===== src/shared/hsp_pkg.sv =====
// Package for the high-side switch protection controller
package hsp_pkg;
   localparam int NSW = 4;
   localparam int REG_W = 16;
   localparam logic [15:0] REG_RESET = 16'h0000;
   localparam logic [15:0] REG_WMASK = 16'hFFE8;
   localparam int F_OV_RESTORE_LO = 12;
   localparam int F_OT_GROUP = 11;
   localparam int F_OV_CUT_LO = 7;
   localparam int F_LP_OV_CUT = 6;
   localparam int F_UV_CUT = 5;
   localparam int F_UV_RESTORE = 3;

   typedef enum logic [1:0] {HSP_NORMAL, HSP_STOP, HSP_SLEEP} hsp_mode_e;

   typedef struct packed {
      logic [3:0] ov_restore;
      logic ot_group;
      logic [3:0] ov_cut_off;
      logic lp_ov_cut_off;
      logic uv_cut_off;
      logic uv_restore;
   } hsp_cfg_s;

   typedef struct packed {
      logic ov;
      logic uv;
      logic [3:0] ot;
   } hsp_fault_s;
endpackage


===== src/design/hsp_protect_ctrl.sv =====
// High-side switch protection control register and fault decisions
// Functional notes
// - Per-switch overvoltage restore bit: resume prior state, else stay off.
// - Overtemperature bit 0 turns off all switches, 1 only the hot one.
// - Normal mode: per-switch bit 0 cuts on overvoltage, 1 suppresses.
// - Stop or sleep mode: one common bit governs overvoltage cutoff.
// - Undervolt bit 0 turns switches off during supply undervoltage.
// - Common undervoltage restore bit resumes prior state when set.
// - Bits 4 and 2:0 unused, ignore writes, read zero.
// - Power-on or soft reset clears the whole register.
// - Restart keeps writable bits; unused bits read zero.
`timescale 1ns/100ps
module hsp_protect_ctrl
   import hsp_pkg::*;
#(
   parameter int N = NSW
)(
   input wire logic core_clk,
   input wire logic rst,
   input wire logic soft_rst,
   input wire logic restart,
   input wire logic reg_wr,
   input wire logic [15:0] reg_wdata,
   output logic [15:0] reg_rdata,
   input wire hsp_mode_e mode,
   input wire logic [3:0] sw_cmd_on,
   input wire logic ov_pin,
   input wire logic uv_pin,
   input wire logic [3:0] ot_pin,
   output logic [3:0] sw_on
);
   typedef struct packed {
      logic [15:0] ctrl;
      hsp_fault_s s1;
      hsp_fault_s s2;
   } hsp_state_s;
   hsp_state_s st, next_st;
   hsp_cfg_s cfg;
   logic [3:0] ov_cut, ov_rest, ot_cut;
   logic uv_cut;

   ////////////////////////////////////////////////////////////////////
   // Register and fault synchronisers
   always_comb begin
      next_st = st;
      next_st.s1 = {ov_pin, uv_pin, ot_pin};
      next_st.s2 = st.s1;
      if (soft_rst) begin
         next_st.ctrl = REG_RESET;
      end else if (reg_wr) begin
         next_st.ctrl = reg_wdata & REG_WMASK;
      end
      // Restart leaves ctrl untouched
   end

   always_ff @(posedge core_clk or posedge rst) begin
      if (rst) begin
         st <= '0;
      end else begin
         st <= next_st;
      end
   end

   assign reg_rdata = st.ctrl & REG_WMASK;

   ////////////////////////////////////////////////////////////////////
   // Field decode and fault decisions
   assign cfg.ov_restore = st.ctrl[F_OV_RESTORE_LO +: 4];
   assign cfg.ot_group = st.ctrl[F_OT_GROUP];
   assign cfg.ov_cut_off = st.ctrl[F_OV_CUT_LO +: 4];
   assign cfg.lp_ov_cut_off = st.ctrl[F_LP_OV_CUT];
   assign cfg.uv_cut_off = st.ctrl[F_UV_CUT];
   assign cfg.uv_restore = st.ctrl[F_UV_RESTORE];

   assign uv_cut = st.s2.uv && !cfg.uv_cut_off;

   always_comb begin
      for (int i = 0; i < N; i++) begin
         if (mode == HSP_NORMAL) begin
            ov_cut[i] = st.s2.ov && !cfg.ov_cut_off[i];
         end else begin
            ov_cut[i] = st.s2.ov && !cfg.lp_ov_cut_off;
         end
         ov_rest[i] = cfg.ov_restore[i];
         if (cfg.ot_group) begin
            ot_cut[i] = st.s2.ot[i];
         end else begin
            ot_cut[i] = |st.s2.ot;
         end
      end
   end

   for (genvar g = 0; g < N; g++) begin : g_sw
      hsp_switch_gate u_gate (
         .core_clk(core_clk),
         .rst(rst),
         .cmd_on(sw_cmd_on[g]),
         .ov_cut(ov_cut[g]),
         .ov_rest(ov_rest[g]),
         .uv_cut(uv_cut),
         .uv_rest(cfg.uv_restore),
         .ot_cut(ot_cut[g]),
         .sw_on(sw_on[g])
      );
   end

   ////////////////////////////////////////////////////////////////////
   // Register checks
   unused_zero_a: assert property (
      @(posedge core_clk) disable iff (rst)
      reg_rdata[4] == 1'b0 && reg_rdata[2:0] == 3'h0)
      else $error("Unused bits not zero");

   soft_clear_a: assert property (
      @(posedge core_clk) disable iff (rst)
      soft_rst |=> reg_rdata == REG_RESET)
      else $error("Soft reset did not clear");

   restart_keep_a: assert property (
      @(posedge core_clk) disable iff (rst)
      restart && !soft_rst && !reg_wr |=> $stable(reg_rdata))
      else $error("Restart changed register");

   write_take_a: assert property (
      @(posedge core_clk) disable iff (rst)
      reg_wr && !soft_rst
      |=> reg_rdata == ($past(reg_wdata) & REG_WMASK))
      else $error("Write not stored");

   ////////////////////////////////////////////////////////////////////
   // Overtemperature checks
   ot_group_a: assert property (
      @(posedge core_clk) disable iff (rst)
      st.s2.ot != 4'h0 && !cfg.ot_group
      |=> sw_on == 4'h0)
      else $error("Grouped overtemp left a switch on");

   ot_single_a: assert property (
      @(posedge core_clk) disable iff (rst)
      cfg.ot_group && st.s2.ot[0] |=> !sw_on[0])
      else $error("Individual overtemp left hot switch on");

   ot_spare_a: assert property (
      @(posedge core_clk) disable iff (rst)
      cfg.ot_group && !st.s2.ot[1] && !ov_cut[1] && !uv_cut
      && sw_cmd_on[1] && sw_on[1] |=> sw_on[1])
      else $error("Individual overtemp cut a cool switch");

   ////////////////////////////////////////////////////////////////////
   // Overvoltage checks
   ov_normal_a: assert property (
      @(posedge core_clk) disable iff (rst)
      mode == HSP_NORMAL && st.s2.ov && !cfg.ov_cut_off[0]
      |=> !sw_on[0])
      else $error("Normal overvoltage cut missed");

   ov_second_a: assert property (
      @(posedge core_clk) disable iff (rst)
      mode == HSP_NORMAL && st.s2.ov && !cfg.ov_cut_off[1]
      |=> !sw_on[1])
      else $error("Normal overvoltage cut missed on second");

   ov_third_a: assert property (
      @(posedge core_clk) disable iff (rst)
      mode == HSP_NORMAL && st.s2.ov && !cfg.ov_cut_off[2]
      |=> !sw_on[2])
      else $error("Normal overvoltage cut missed on third");

   ov_fourth_a: assert property (
      @(posedge core_clk) disable iff (rst)
      mode == HSP_NORMAL && st.s2.ov && !cfg.ov_cut_off[3]
      |=> !sw_on[3])
      else $error("Normal overvoltage cut missed on fourth");

   ov_suppress_a: assert property (
      @(posedge core_clk) disable iff (rst)
      mode == HSP_NORMAL && st.s2.ov && cfg.ov_cut_off[0] && !uv_cut
      && !ot_cut[0] && sw_cmd_on[0] && sw_on[0] |=> sw_on[0])
      else $error("Normal overvoltage cut not suppressed");

   ov_lowpwr_a: assert property (
      @(posedge core_clk) disable iff (rst)
      mode != HSP_NORMAL && st.s2.ov && !cfg.lp_ov_cut_off
      |=> sw_on == 4'h0)
      else $error("Low power overvoltage cut missed");

   lp_suppress_a: assert property (
      @(posedge core_clk) disable iff (rst)
      mode != HSP_NORMAL && st.s2.ov && cfg.lp_ov_cut_off && !uv_cut
      && !ot_cut[2] && sw_cmd_on[2] && sw_on[2] |=> sw_on[2])
      else $error("Low power overvoltage cut not suppressed");

   ov_hold_a: assert property (
      @(posedge core_clk) disable iff (rst)
      ov_cut[1] && !ov_rest[1] && sw_cmd_on[1] ##1 sw_cmd_on[1]
      |=> !sw_on[1])
      else $error("Overvoltage lockout released early");

   ////////////////////////////////////////////////////////////////////
   // Undervoltage checks
   uv_cut_a: assert property (
      @(posedge core_clk) disable iff (rst)
      st.s2.uv && !cfg.uv_cut_off |=> sw_on == 4'h0)
      else $error("Undervoltage cut missed");

   uv_keep_a: assert property (
      @(posedge core_clk) disable iff (rst)
      cfg.uv_cut_off && !st.s2.ov && st.s2.ot == 4'h0
      && sw_cmd_on[1] && sw_on[1] |=> sw_on[1])
      else $error("Undervoltage suppressed but switch off");

   uv_keep_lo_a: assert property (
      @(posedge core_clk) disable iff (rst)
      cfg.uv_cut_off && st.s2.uv && !st.s2.ov && st.s2.ot == 4'h0
      && sw_cmd_on[0] && sw_on[0] |=> sw_on[0])
      else $error("Undervoltage suppressed but first switch off");

   uv_hold_a: assert property (
      @(posedge core_clk) disable iff (rst)
      uv_cut && !cfg.uv_restore && sw_cmd_on[3] ##1 sw_cmd_on[3]
      |=> !sw_on[3])
      else $error("Undervoltage lockout released early");
endmodule // hsp_protect_ctrl


===== src/design/hsp_switch_gate.sv =====
// Per-switch fault latch and gating
`timescale 1ns/100ps
module hsp_switch_gate
   import hsp_pkg::*;
(
   input wire logic core_clk,
   input wire logic rst,
   input wire logic cmd_on,
   input wire logic ov_cut,
   input wire logic ov_rest,
   input wire logic uv_cut,
   input wire logic uv_rest,
   input wire logic ot_cut,
   output logic sw_on
);
   typedef struct packed {
      logic ov_lock;
      logic uv_lock;
      logic on;
   } hsp_gate_s;
   hsp_gate_s st, next_st;

   always_comb begin
      next_st = st;
      // Locks drop once the switch is commanded off
      if (!cmd_on) begin
         next_st.ov_lock = 1'b0;
         next_st.uv_lock = 1'b0;
      end
      // Fault without restore locks the switch; set wins
      if (ov_cut && !ov_rest) begin
         next_st.ov_lock = 1'b1;
      end
      if (uv_cut && !uv_rest) begin
         next_st.uv_lock = 1'b1;
      end
      next_st.on = cmd_on && !ov_cut && !uv_cut && !ot_cut
         && !next_st.ov_lock && !next_st.uv_lock;
   end

   always_ff @(posedge core_clk or posedge rst) begin
      if (rst) begin
         st <= '0;
      end else begin
         st <= next_st;
      end
   end

   assign sw_on = st.on;

   ovlock_off_a: assert property (
      @(posedge core_clk) disable iff (rst)
      st.ov_lock && cmd_on |=> !sw_on)
      else $error("Locked switch is on");

   uvlock_off_a: assert property (
      @(posedge core_clk) disable iff (rst)
      st.uv_lock && cmd_on |=> !sw_on)
      else $error("Undervoltage locked switch is on");

   ov_resume_a: assert property (
      @(posedge core_clk) disable iff (rst)
      ov_cut && ov_rest && !st.ov_lock |=> !st.ov_lock)
      else $error("Restore set but overvoltage locked");

   uv_resume_a: assert property (
      @(posedge core_clk) disable iff (rst)
      uv_cut && uv_rest && !st.uv_lock |=> !st.uv_lock)
      else $error("Restore set but undervoltage locked");

   resume_on_a: assert property (
      @(posedge core_clk) disable iff (rst)
      cmd_on && !ov_cut && !uv_cut && !ot_cut && !st.ov_lock
      && !st.uv_lock |=> sw_on)
      else $error("Switch not back on after faults");
endmodule // hsp_switch_gate


===== config.mk =====
export PLATFORM = sky130hd
export DESIGN_NAME = hsp_protect_ctrl
export DESIGN_NICKNAME = d
export VERILOG_FILES = /design/src/shared/hsp_pkg.sv /design/src/design/hsp_protect_ctrl.sv /design/src/design/hsp_switch_gate.sv
export SDC_FILE = /design/constraint.sdc
export NUM_CORES = 1
export LEC_CHECK = 0
export BUFFER_PORTS_ARGS = -buffer_cell sky130_fd_sc_hd__buf_2
export CAP_MARGIN = 20
export CORE_MARGIN = 2
export CORE_UTILIZATION = 30
export DETAILED_ROUTE_END_ITERATION = 7
export PLACE_DENSITY_LB_ADDON = 0.1
export REMOVE_ABC_BUFFERS = 1
export SETUP_SLACK_MARGIN = 0.4
export SYNTH_ARGS = -nofsm -noshare
export SYNTH_HDL_FRONTEND = slang
export SYNTH_SLANG_ARGS = --single-unit

===== constraint.sdc =====
create_clock -name core_clk -period 1.3 [get_ports core_clk]
set_input_delay 0.195 -clock core_clk [delete_from_list [all_inputs] [get_ports core_clk]]
set_output_delay 0.195 -clock core_clk [all_outputs]
set_load 0.02 [all_outputs]

==> impl_metrics.tcl, run 1 <==
set metrics [dict create \
    area_growth_pct 35.8 \
    layout_min_cycle_time_ps 1240 \
    muxShareOfSynthArea 0.0805 \
    die_h_um 74.5 \
    reg2regPathDepth 3 \
    initial_core_util 0.314 \
    gp_congestion 0.712 \
    switchingPower_mw 0.592 \
    n_fill_cell 498 \
    worstSetupPathType "flop to flop" \
    drv_cap 0 \
    crit_fanout 4 \
    grt_overflow_total 0 \
    nets 195 \
    postLayoutCellArea_um2 2030 \
    place_area_um2 1650 \
    dieArea_um2 5550 \
    finalHoldViolCount 0 \
    wire_per_inst_um 13.0 \
    required_ps 1480 \
    switching_share 0.248 \
    yosys-top-cells-count "36 x dfrtp_1, 21 x buf_4, 13 x nor2_1" \
    clk_latency_ps 280 \
    vias 986 \
    ys_seq_elements 36 \
    synth_top_family_by_area "simple AND/OR/NAND/NOR gates" \
    cts_buffer_depth 2 \
    yosys.cell_types.count 17 \
    p_leak_nw 0.976 \
    rsz0062_at_grt "true" \
    ys.warnings.count 0 \
    ir_worst_vdd_mv 0.673 \
    antenna_found_initial 0 \
    dr.pass1.iters 4 \
    yosys.area.top_type "dfrtp_1" \
    p_comb_frac 0.145 \
    yosys.area_share.adder 0 \
    synth.top_cells.by_area "dfrtp_1 60%, buf_4 11%, mux2i_1 8.1%, nor4b_2 4.0%, nor2_1 3.3%" \
    fin_crit_sh 0.957 \
    async_reset_ff_frac 1.00 \
    grt_max_degree 37 \
    htreeDepth 2 \
    synthXorXnorAreaFrac 0 \
    synthCells 121 \
    drv_slew 0 \
    netlist_area_um2 1490 \
    num_antenna_cells 0 \
    critPathLaunchType "flop" \
    skew_ps 7.90 \
    first_iter_violations 52 \
    clock_sinks 36 \
    dp_hpwl_um 2080 \
    ant_nets 0 \
    synth.most_common_cell "dfrtp_1" \
    synth-simple-area-share 0.126 \
    io_buffer_count 43 \
    regArea_um2 902 \
    core_um2 4750 \
    p_per_area_nw_per_um2 1180 \
    netlist.area_leader.share 0.604 \
    clk_pin_slew_ps 70 \
    setup_viol 0 \
    seq_area_frac_synth 0.604 \
    grt_pass1_vias 1034 \
    grt_use_total 0.124 \
    placementRows 25 \
    via_per_inst 4.29 \
    crit_path_end_kind "flop" \
    boundaryPins 53 \
    drive_gt1_frac 0.448 \
    max_freq_ghz 0.804 \
    status "completed" \
    multi_input_area_um2 518 \
    drt-total-wl_um 2980 \
    synth_ff_type "dfrtp_1" \
    cp.arrival_ps 1430 \
    postCtsHoldBufs 0 \
    utilization 0.426 \
    die_x_um 74.5 \
    clkPwrFrac 0.334 \
    cts_tree "done" \
    syn_avg_cell_area_um2 12.3 \
    synth-edff-count 0 \
    holdCritPathClass "input pin to asynchronous set/reset pin" \
    p_int_mw 1.79 \
    grt_pass1_wl_um 5050 \
    synth-compound-area-share 0.0663 \
    cts-buffers-inserted 5 \
    p_seq_frac 0.521 \
    cts_root_buf "clkbuf_8" \
    drc_errors 0 \
]
==> routing by layer <==
metal,share of wire,wire length (um),vias to the layer above,GRT usage
met5,0,0,-,0
met4,0.012,36,0,0.0357
met2,0.49,1480,30,0.195
met3,0.055,164,5,0.0407
met1,0.44,1300,488,0.164
li1,-,-,463,-
==> registers in the layout (all words and copies together), names as in the netlist <==
name and count:
reg_rdata 12, st 6, g_sw.u_gate.st 8, g_sw.u_gate.sw_on 4, next_st 6
==> through the flow <==
step / power, mW / setup slack [ps] / setup TNS [ps] / hold WS, ps / cells
floorplan: 1.39 / 197 / 0 / 226 / 102
global placement: 1.51 / 105 / 0 / 304 / 213
detailed placement: 1.51 / 72.1 / 0 / 304 / 213
CTS: 2.41 / 51.8 / 0 / 12.4 / 227
global route: 2.52 / -39.8 / -39.8 / 1.33 / 230
finish: 2.39 / 55.6 / 0 / 9.35 / 230
==> kinds of logic after synthesis <==
| family | after synthesis |
|---|---|
| and+or+nand+nor | 31 |
| DFF | 36 |
| buffers and inverters | 27 |
| muxes | 12 |
| other | 1 |
| AOI/OAI and AO/OA | 14 |
==> cell usage in the layout (no fill, tap or decap), types with 5 or more instances in the layout <==
master    count
dfrtp_1      35
buf_2        27
buf_6        22
mux2i_1      12
nor2_1       12
nand2_1       8
clkbuf_8      6
inv_1         5
==> area by class of cell <==
cell class	count	area share
sequential	36	0.445
multi-input combinational	61	0.256
timing repair buffer	53	0.204
clock buffer	8	0.0445
tap	67	0.0414
inverter	5	0.00926
==> final timing paths <==
| path | startpoint | endpoint | slack [ps] |
|---|---|---|---|
| worst max-delay path | st[2] | g_sw[3].u_gate.sw_on | 60 |
| worst min-delay path | rst | next_st[2] | 9 |
| worst max register to register | st[2] | g_sw[3].u_gate.sw_on | 60 |
| worst min register to register | next_st[5] | st[5] | 350 |
| max in group asynchronous | rst | reg_rdata[11] | 940 |
| min in group core_clk | ot_pin[2] | next_st[2] | 20 |
==> power by group through the flow <==
stage | combinational [mW] | clock (mW) | sequential (mW)
floorplan | 0.116 | 0 | 1.27
global placement | 0.252 | 0 | 1.25
detailed placement | 0.258 | 0 | 1.26
CTS | 0.338 | 0.825 | 1.24
global route | 0.384 | 0.888 | 1.25
finish | 0.346 | 0.796 | 1.24
==> critical path: stages (launching register included) <==
cell,delay [ps]
dfrtp_1,390
nor4_2,310
o21ai_2,150
nor4b_2,300
==> what timing repair did <==
| action | CTS | global route |
|---|---|---|
| setup endpoints to repair | 28 | 28 |
| pin swaps | 9 | 9 |
| buffers inserted | 6 | 3 |
| resized for setup | 51 | 6 |
No activity file was read; power rests on OpenSTA's default activity.
==> run 2: changes to the inputs <==
BUFFER_PORTS_ARGS = -buffer_cell sky130_fd_sc_hd__buf_4   (was -buffer_cell sky130_fd_sc_hd__buf_2)
==> run 2 against run 1 <==
Final cell count fell by 1.7%. Wire length increased by 0.67%. Critical path type unchanged. Core utilization rose by 0.82 points. Global-route usage hardly changed.
==> impl_metrics.tcl, run 2 (synthesis results as in run 1) <==
set metrics [dict create \
    core_um2 4750 \
    final_common_cell "dfrtp_1" \
    critPathLaunchType "flop" \
    finalHoldViolCount 0 \
    wire_per_inst_um 13.3 \
    drv_slew 0 \
    clk_latency_ps 280 \
    first_iter_violations 50 \
    placementRows 25 \
    clock_sinks 36 \
    required_ps 1490 \
    dp_hpwl_um 2050 \
    critical_path.top_delay_family "simple AND/OR/NAND/NOR gates" \
    layout_common_cells "35 x dfrtp_1, 32 x buf_4, 17 x buf_6" \
    gp_congestion 0.726 \
    antenna_found_initial 0 \
    clk_pin_slew_ps 70 \
    worstSetupPathType "flop to flop" \
    crit_chain "nor4_4 -> o21ai_4 -> nor4b_2" \
    fin_total_pwr_mw 2.40 \
    cts_root_buf "clkbuf_8" \
    grt_overflow_total 0 \
    via_per_inst 4.30 \
    status "completed" \
    cts_buffer_depth 2 \
    crit_fanout 4 \
    area_growth_pct 38.4 \
    boundaryPins 53 \
    skew_ps 4.30 \
    fin_crit_sh 0.939 \
    path_buf_inv 0 \
    grt_use_total 0.123 \
    grt_pass1_vias 1002 \
    setup_viol 0 \
    cp_slowest_cell "dfrtp_1" \
    initial_core_util 0.314 \
    cts_tree "done" \
    slowest_delay_ps 410 \
    die_x_um 74.5 \
    holdCritPathClass "input pin to asynchronous set/reset pin" \
    ir_worst_vdd_mv 0.454 \
    max_freq_ghz 0.819 \
    cts-buffers-inserted 5 \
    layout_min_cycle_time_ps 1220 \
    htreeDepth 2 \
    ant_nets 0 \
    reg2reg_slack_ps 80 \
    p_per_area_nw_per_um2 1160 \
    n_fill_cell 473 \
    rsz0062_at_grt "true" \
    num_antenna_cells 0 \
    crit_path_end_kind "flop" \
    largest_reg_flops 12 \
    p_leak_nw 0.979 \
    postCtsHoldBufs 0 \
    tns_ps 0 \
    io_buffer_count 43 \
    drive_gt1_frac 0.447 \
    dr.pass1.iters 4 \
    die_h_um 74.5 \
    drt-total-wl_um 3000 \
    cp.arrival_ps 1410 \
    drv_cap 0 \
    dieArea_um2 5550 \
    grt_pass1_wl_um 4960 \
    drc_errors 0 \
    vias 971 \
    nets 191 \
    grt_max_degree 37 \
]
[run 2: metrics by stage]
| stage | hold slack (ps) | util | cells | worst slack (ps) | instance area (um2) |
|---|---|---|---|---|---|
| 2_1_floorplan | 226 | - | 102 | 197 | 1340 |
| 3_3_place_gp | 305 | 0.369 | 213 | 95.9 | 1760 |
| 3_5_place_dp | 306 | 0.369 | 213 | 80.5 | 1760 |
| 4_1_cts | 0.829 | 0.429 | 226 | 48.0 | 2040 |
| 5_1_grt | 0.330 | 0.434 | 226 | 5.76 | 2060 |
| 6_report | 9.97 | 0.434 | 226 | 79.1 | 2060 |
[run 2: layout make-up]
class | count | area (um2) | share of cell area
inverters | 5 | 18.8 | 0.00909
multi-input cells | 61 | 538 | 0.261
well taps | 67 | 83.8 | 0.0406
flip-flops and latches | 36 | 902 | 0.437
repair buffers | 49 | 432 | 0.209
clock buffers | 8 | 90.1 | 0.0436
[run 2: worst reg2reg max path, delay by kind of cell, from the launching register on]
kind            cells  cell delay (ps)
simple gates        2              600
compound gates      1              110
flops               1              410
[run 2: final timing paths]
path,startpoint,to,depth (start not counted)
hold reg to reg,next_st[4],st[4],0
max in group asynchronous,rst,reg_rdata[11],3
setup reg to reg,st[1],g_sw[2].u_gate.sw_on,3
setup / recovery,st[1],g_sw[2].u_gate.sw_on,3
hold / removal,rst,next_st[4],3
min in group core_clk,uv_pin,next_st[4],1
[run 2: report_power, final]
part | leakage [nW] | internal [mW] | total (mW) | switching (mW)
clock | 0.0455 | 0.432 | 0.799 | 0.367
sequential | 0.446 | 1.19 | 1.25 | 0.0567
combinational | 0.487 | 0.183 | 0.357 | 0.174
total | 0.979 | 1.81 | 2.40 | 0.598
[run 2: what timing repair did]
| item | CTS | global route |
|---|---|---|
| pin swaps | 10 | 7 |
| gates resized for setup | 35 | 4 |
| setup endpoints to repair | 28 | 29 |
| setup buffers | 5 | 0 |
[run 2: layer usage]
layer	vias to the layer above	track usage	wire (um)
li1	457	-	-
met3	7	0.0420	158
met2	34	0.196	1520
met4	0	0.0476	48
met1	473	0.156	1270
met5	-	0	0
==> run 3: changes to the inputs <==
CAP_MARGIN = 0   (was 20)
MAX_ROUTING_LAYER = met4   (was unset)
SKIP_CTS_REPAIR_TIMING = 1   (was unset)
==> run 3 against run 2 <==
Sequential power barely moved. Clock-buffer cell count unchanged. Core utilization is 0.82 points higher. Clock power barely moved. Power rose by 0.36%. Flip-flop and latch count stayed put. Register-to-register slack lost 30 ps. Combinational power rose by 3%.
==> impl_metrics.tcl, run 3 (synthesis results as in run 1) <==
set metrics [dict create \
    layout_common_cells "35 x dfrtp_1, 34 x buf_4, 17 x buf_6" \
    area_growth_pct 41.0 \
    die_h_um 74.5 \
    num_antenna_cells 0 \
    dp_hpwl_um 2050 \
    fin_crit_sh 0.959 \
    drive_gt1_frac 0.442 \
    dieArea_um2 5550 \
    placementRows 25 \
    grt_pass1_wl_um 4640 \
    p_per_area_nw_per_um2 1150 \
    grt_pass1_vias 941 \
    holdCritPathClass "input pin to asynchronous set/reset pin" \
    gp_congestion 0.734 \
    skew_ps 4.48 \
    grt_use_total 0.121 \
    setup_viol 0 \
    cts-buffers-inserted 5 \
    drv_slew 0 \
    rsz0062_at_grt "true" \
    place_area_um2 1760 \
    reg2reg_from "st[1]" \
    whs_ps 12.0 \
    ir_worst_vdd_mv 0.467 \
    via_per_inst 4.27 \
    reg2reg_slack_ps 50 \
    p_seq_frac 0.517 \
    boundaryPins 53 \
    largest_reg_flops 12 \
    n_fill_cell 477 \
    switchingPower_mw 0.596 \
    drv_cap 0 \
    final_common_cell "dfrtp_1" \
    ant_nets 0 \
    required_ps 1490 \
    max_freq_ghz 0.802 \
    die_x_um 74.5 \
    reg2regPathDepth 3 \
    critPathLaunchType "flop" \
    grt_max_degree 37 \
    clkPwrFrac 0.331 \
    io_buffer_count 43 \
    rr_endpoint "g_sw[2].u_gate.sw_on" \
    p_comb_frac 0.152 \
    cp.arrival_ps 1440 \
    initial_core_util 0.314 \
    dr.pass1.iters 4 \
    p_int_mw 1.82 \
    drc_errors 0 \
    cts_buffer_depth 2 \
    dp.cells 213 \
    worstSetupPathType "flop to flop" \
    finalHoldViolCount 0 \
    wire_per_inst_um 13.0 \
    layout_min_cycle_time_ps 1250 \
    core_um2 4750 \
    crit_fanout 4 \
    postLayoutCellArea_um2 2100 \
    grt_overflow_total 0 \
    p_leak_nw 1.00 \
    htreeDepth 2 \
    first_iter_violations 50 \
    vias 990 \
    nets 197 \
    final_cell_count_no_fill 232 \
    clock_sinks 36 \
    switching_share 0.247 \
    status "completed" \
    tns_ps 0 \
    drt-total-wl_um 3030 \
    clk_latency_ps 280 \
    clk_pin_slew_ps 70 \
    utilization 0.442 \
    crit_path_end_kind "flop" \
    cts_tree "done" \
    cts_root_buf "clkbuf_8" \
    antenna_found_initial 0 \
]
## run 3: worst max path at each step
stage            startpoint              endpoint  cells past startpoint
3_3_place_gp   reg_rdata[9]  g_sw[2].u_gate.sw_on                      3
4_1_cts               st[1]  g_sw[0].u_gate.sw_on                      3
5_1_grt               st[1]  g_sw[0].u_gate.sw_on                      3
6_report              st[1]  g_sw[2].u_gate.sw_on                      3
3_5_place_dp   reg_rdata[9]  g_sw[2].u_gate.sw_on                      3
2_1_floorplan         st[1]  g_sw[0].u_gate.sw_on                      3
## run 3: per-stage QoR
stage / setup slack (ps) / power [mW]
finish: 53.0 / 2.41
CTS: 33.4 / 2.37
global placement: 95.9 / 1.54
detailed placement: 80.5 / 1.55
floorplan: 197 / 1.39
global route: -30.4 / 2.55
## run 3: layout make-up
cell class	instances	area, um2	share of cell area
flip-flops and latches	36	902	0.429
multi-input cells	61	522	0.248
well taps	67	83.8	0.0399
inverters	5	18.8	0.00892
clock buffers	8	90.1	0.0428
repair buffers	55	487	0.231
## run 3: power by group through the flow
stage	logic [mW]	clock network [mW]	registers (mW)
4_1_cts	0.292	0.836	1.24
3_3_place_gp	0.287	0	1.25
2_1_floorplan	0.116	0	1.27
3_5_place_dp	0.292	0	1.26
6_report	0.366	0.800	1.25
5_1_grt	0.403	0.893	1.25
## run 3: routing by layer
layer | wire (um) | share of wire | global-route usage
met4 | 17 | 0.0056 | 0.0476
met5 | 0 | 0 | -
met2 | 1520 | 0.50 | 0.181
met3 | 176 | 0.058 | 0.0501
met1 | 1310 | 0.43 | 0.146
## run 3: worst max-delay path, cell delays in order, from the launching register on
cell and delay [ps]:
dfrtp_1 390, nor4_2 320, o21ai_2 150, nor4b_2 290
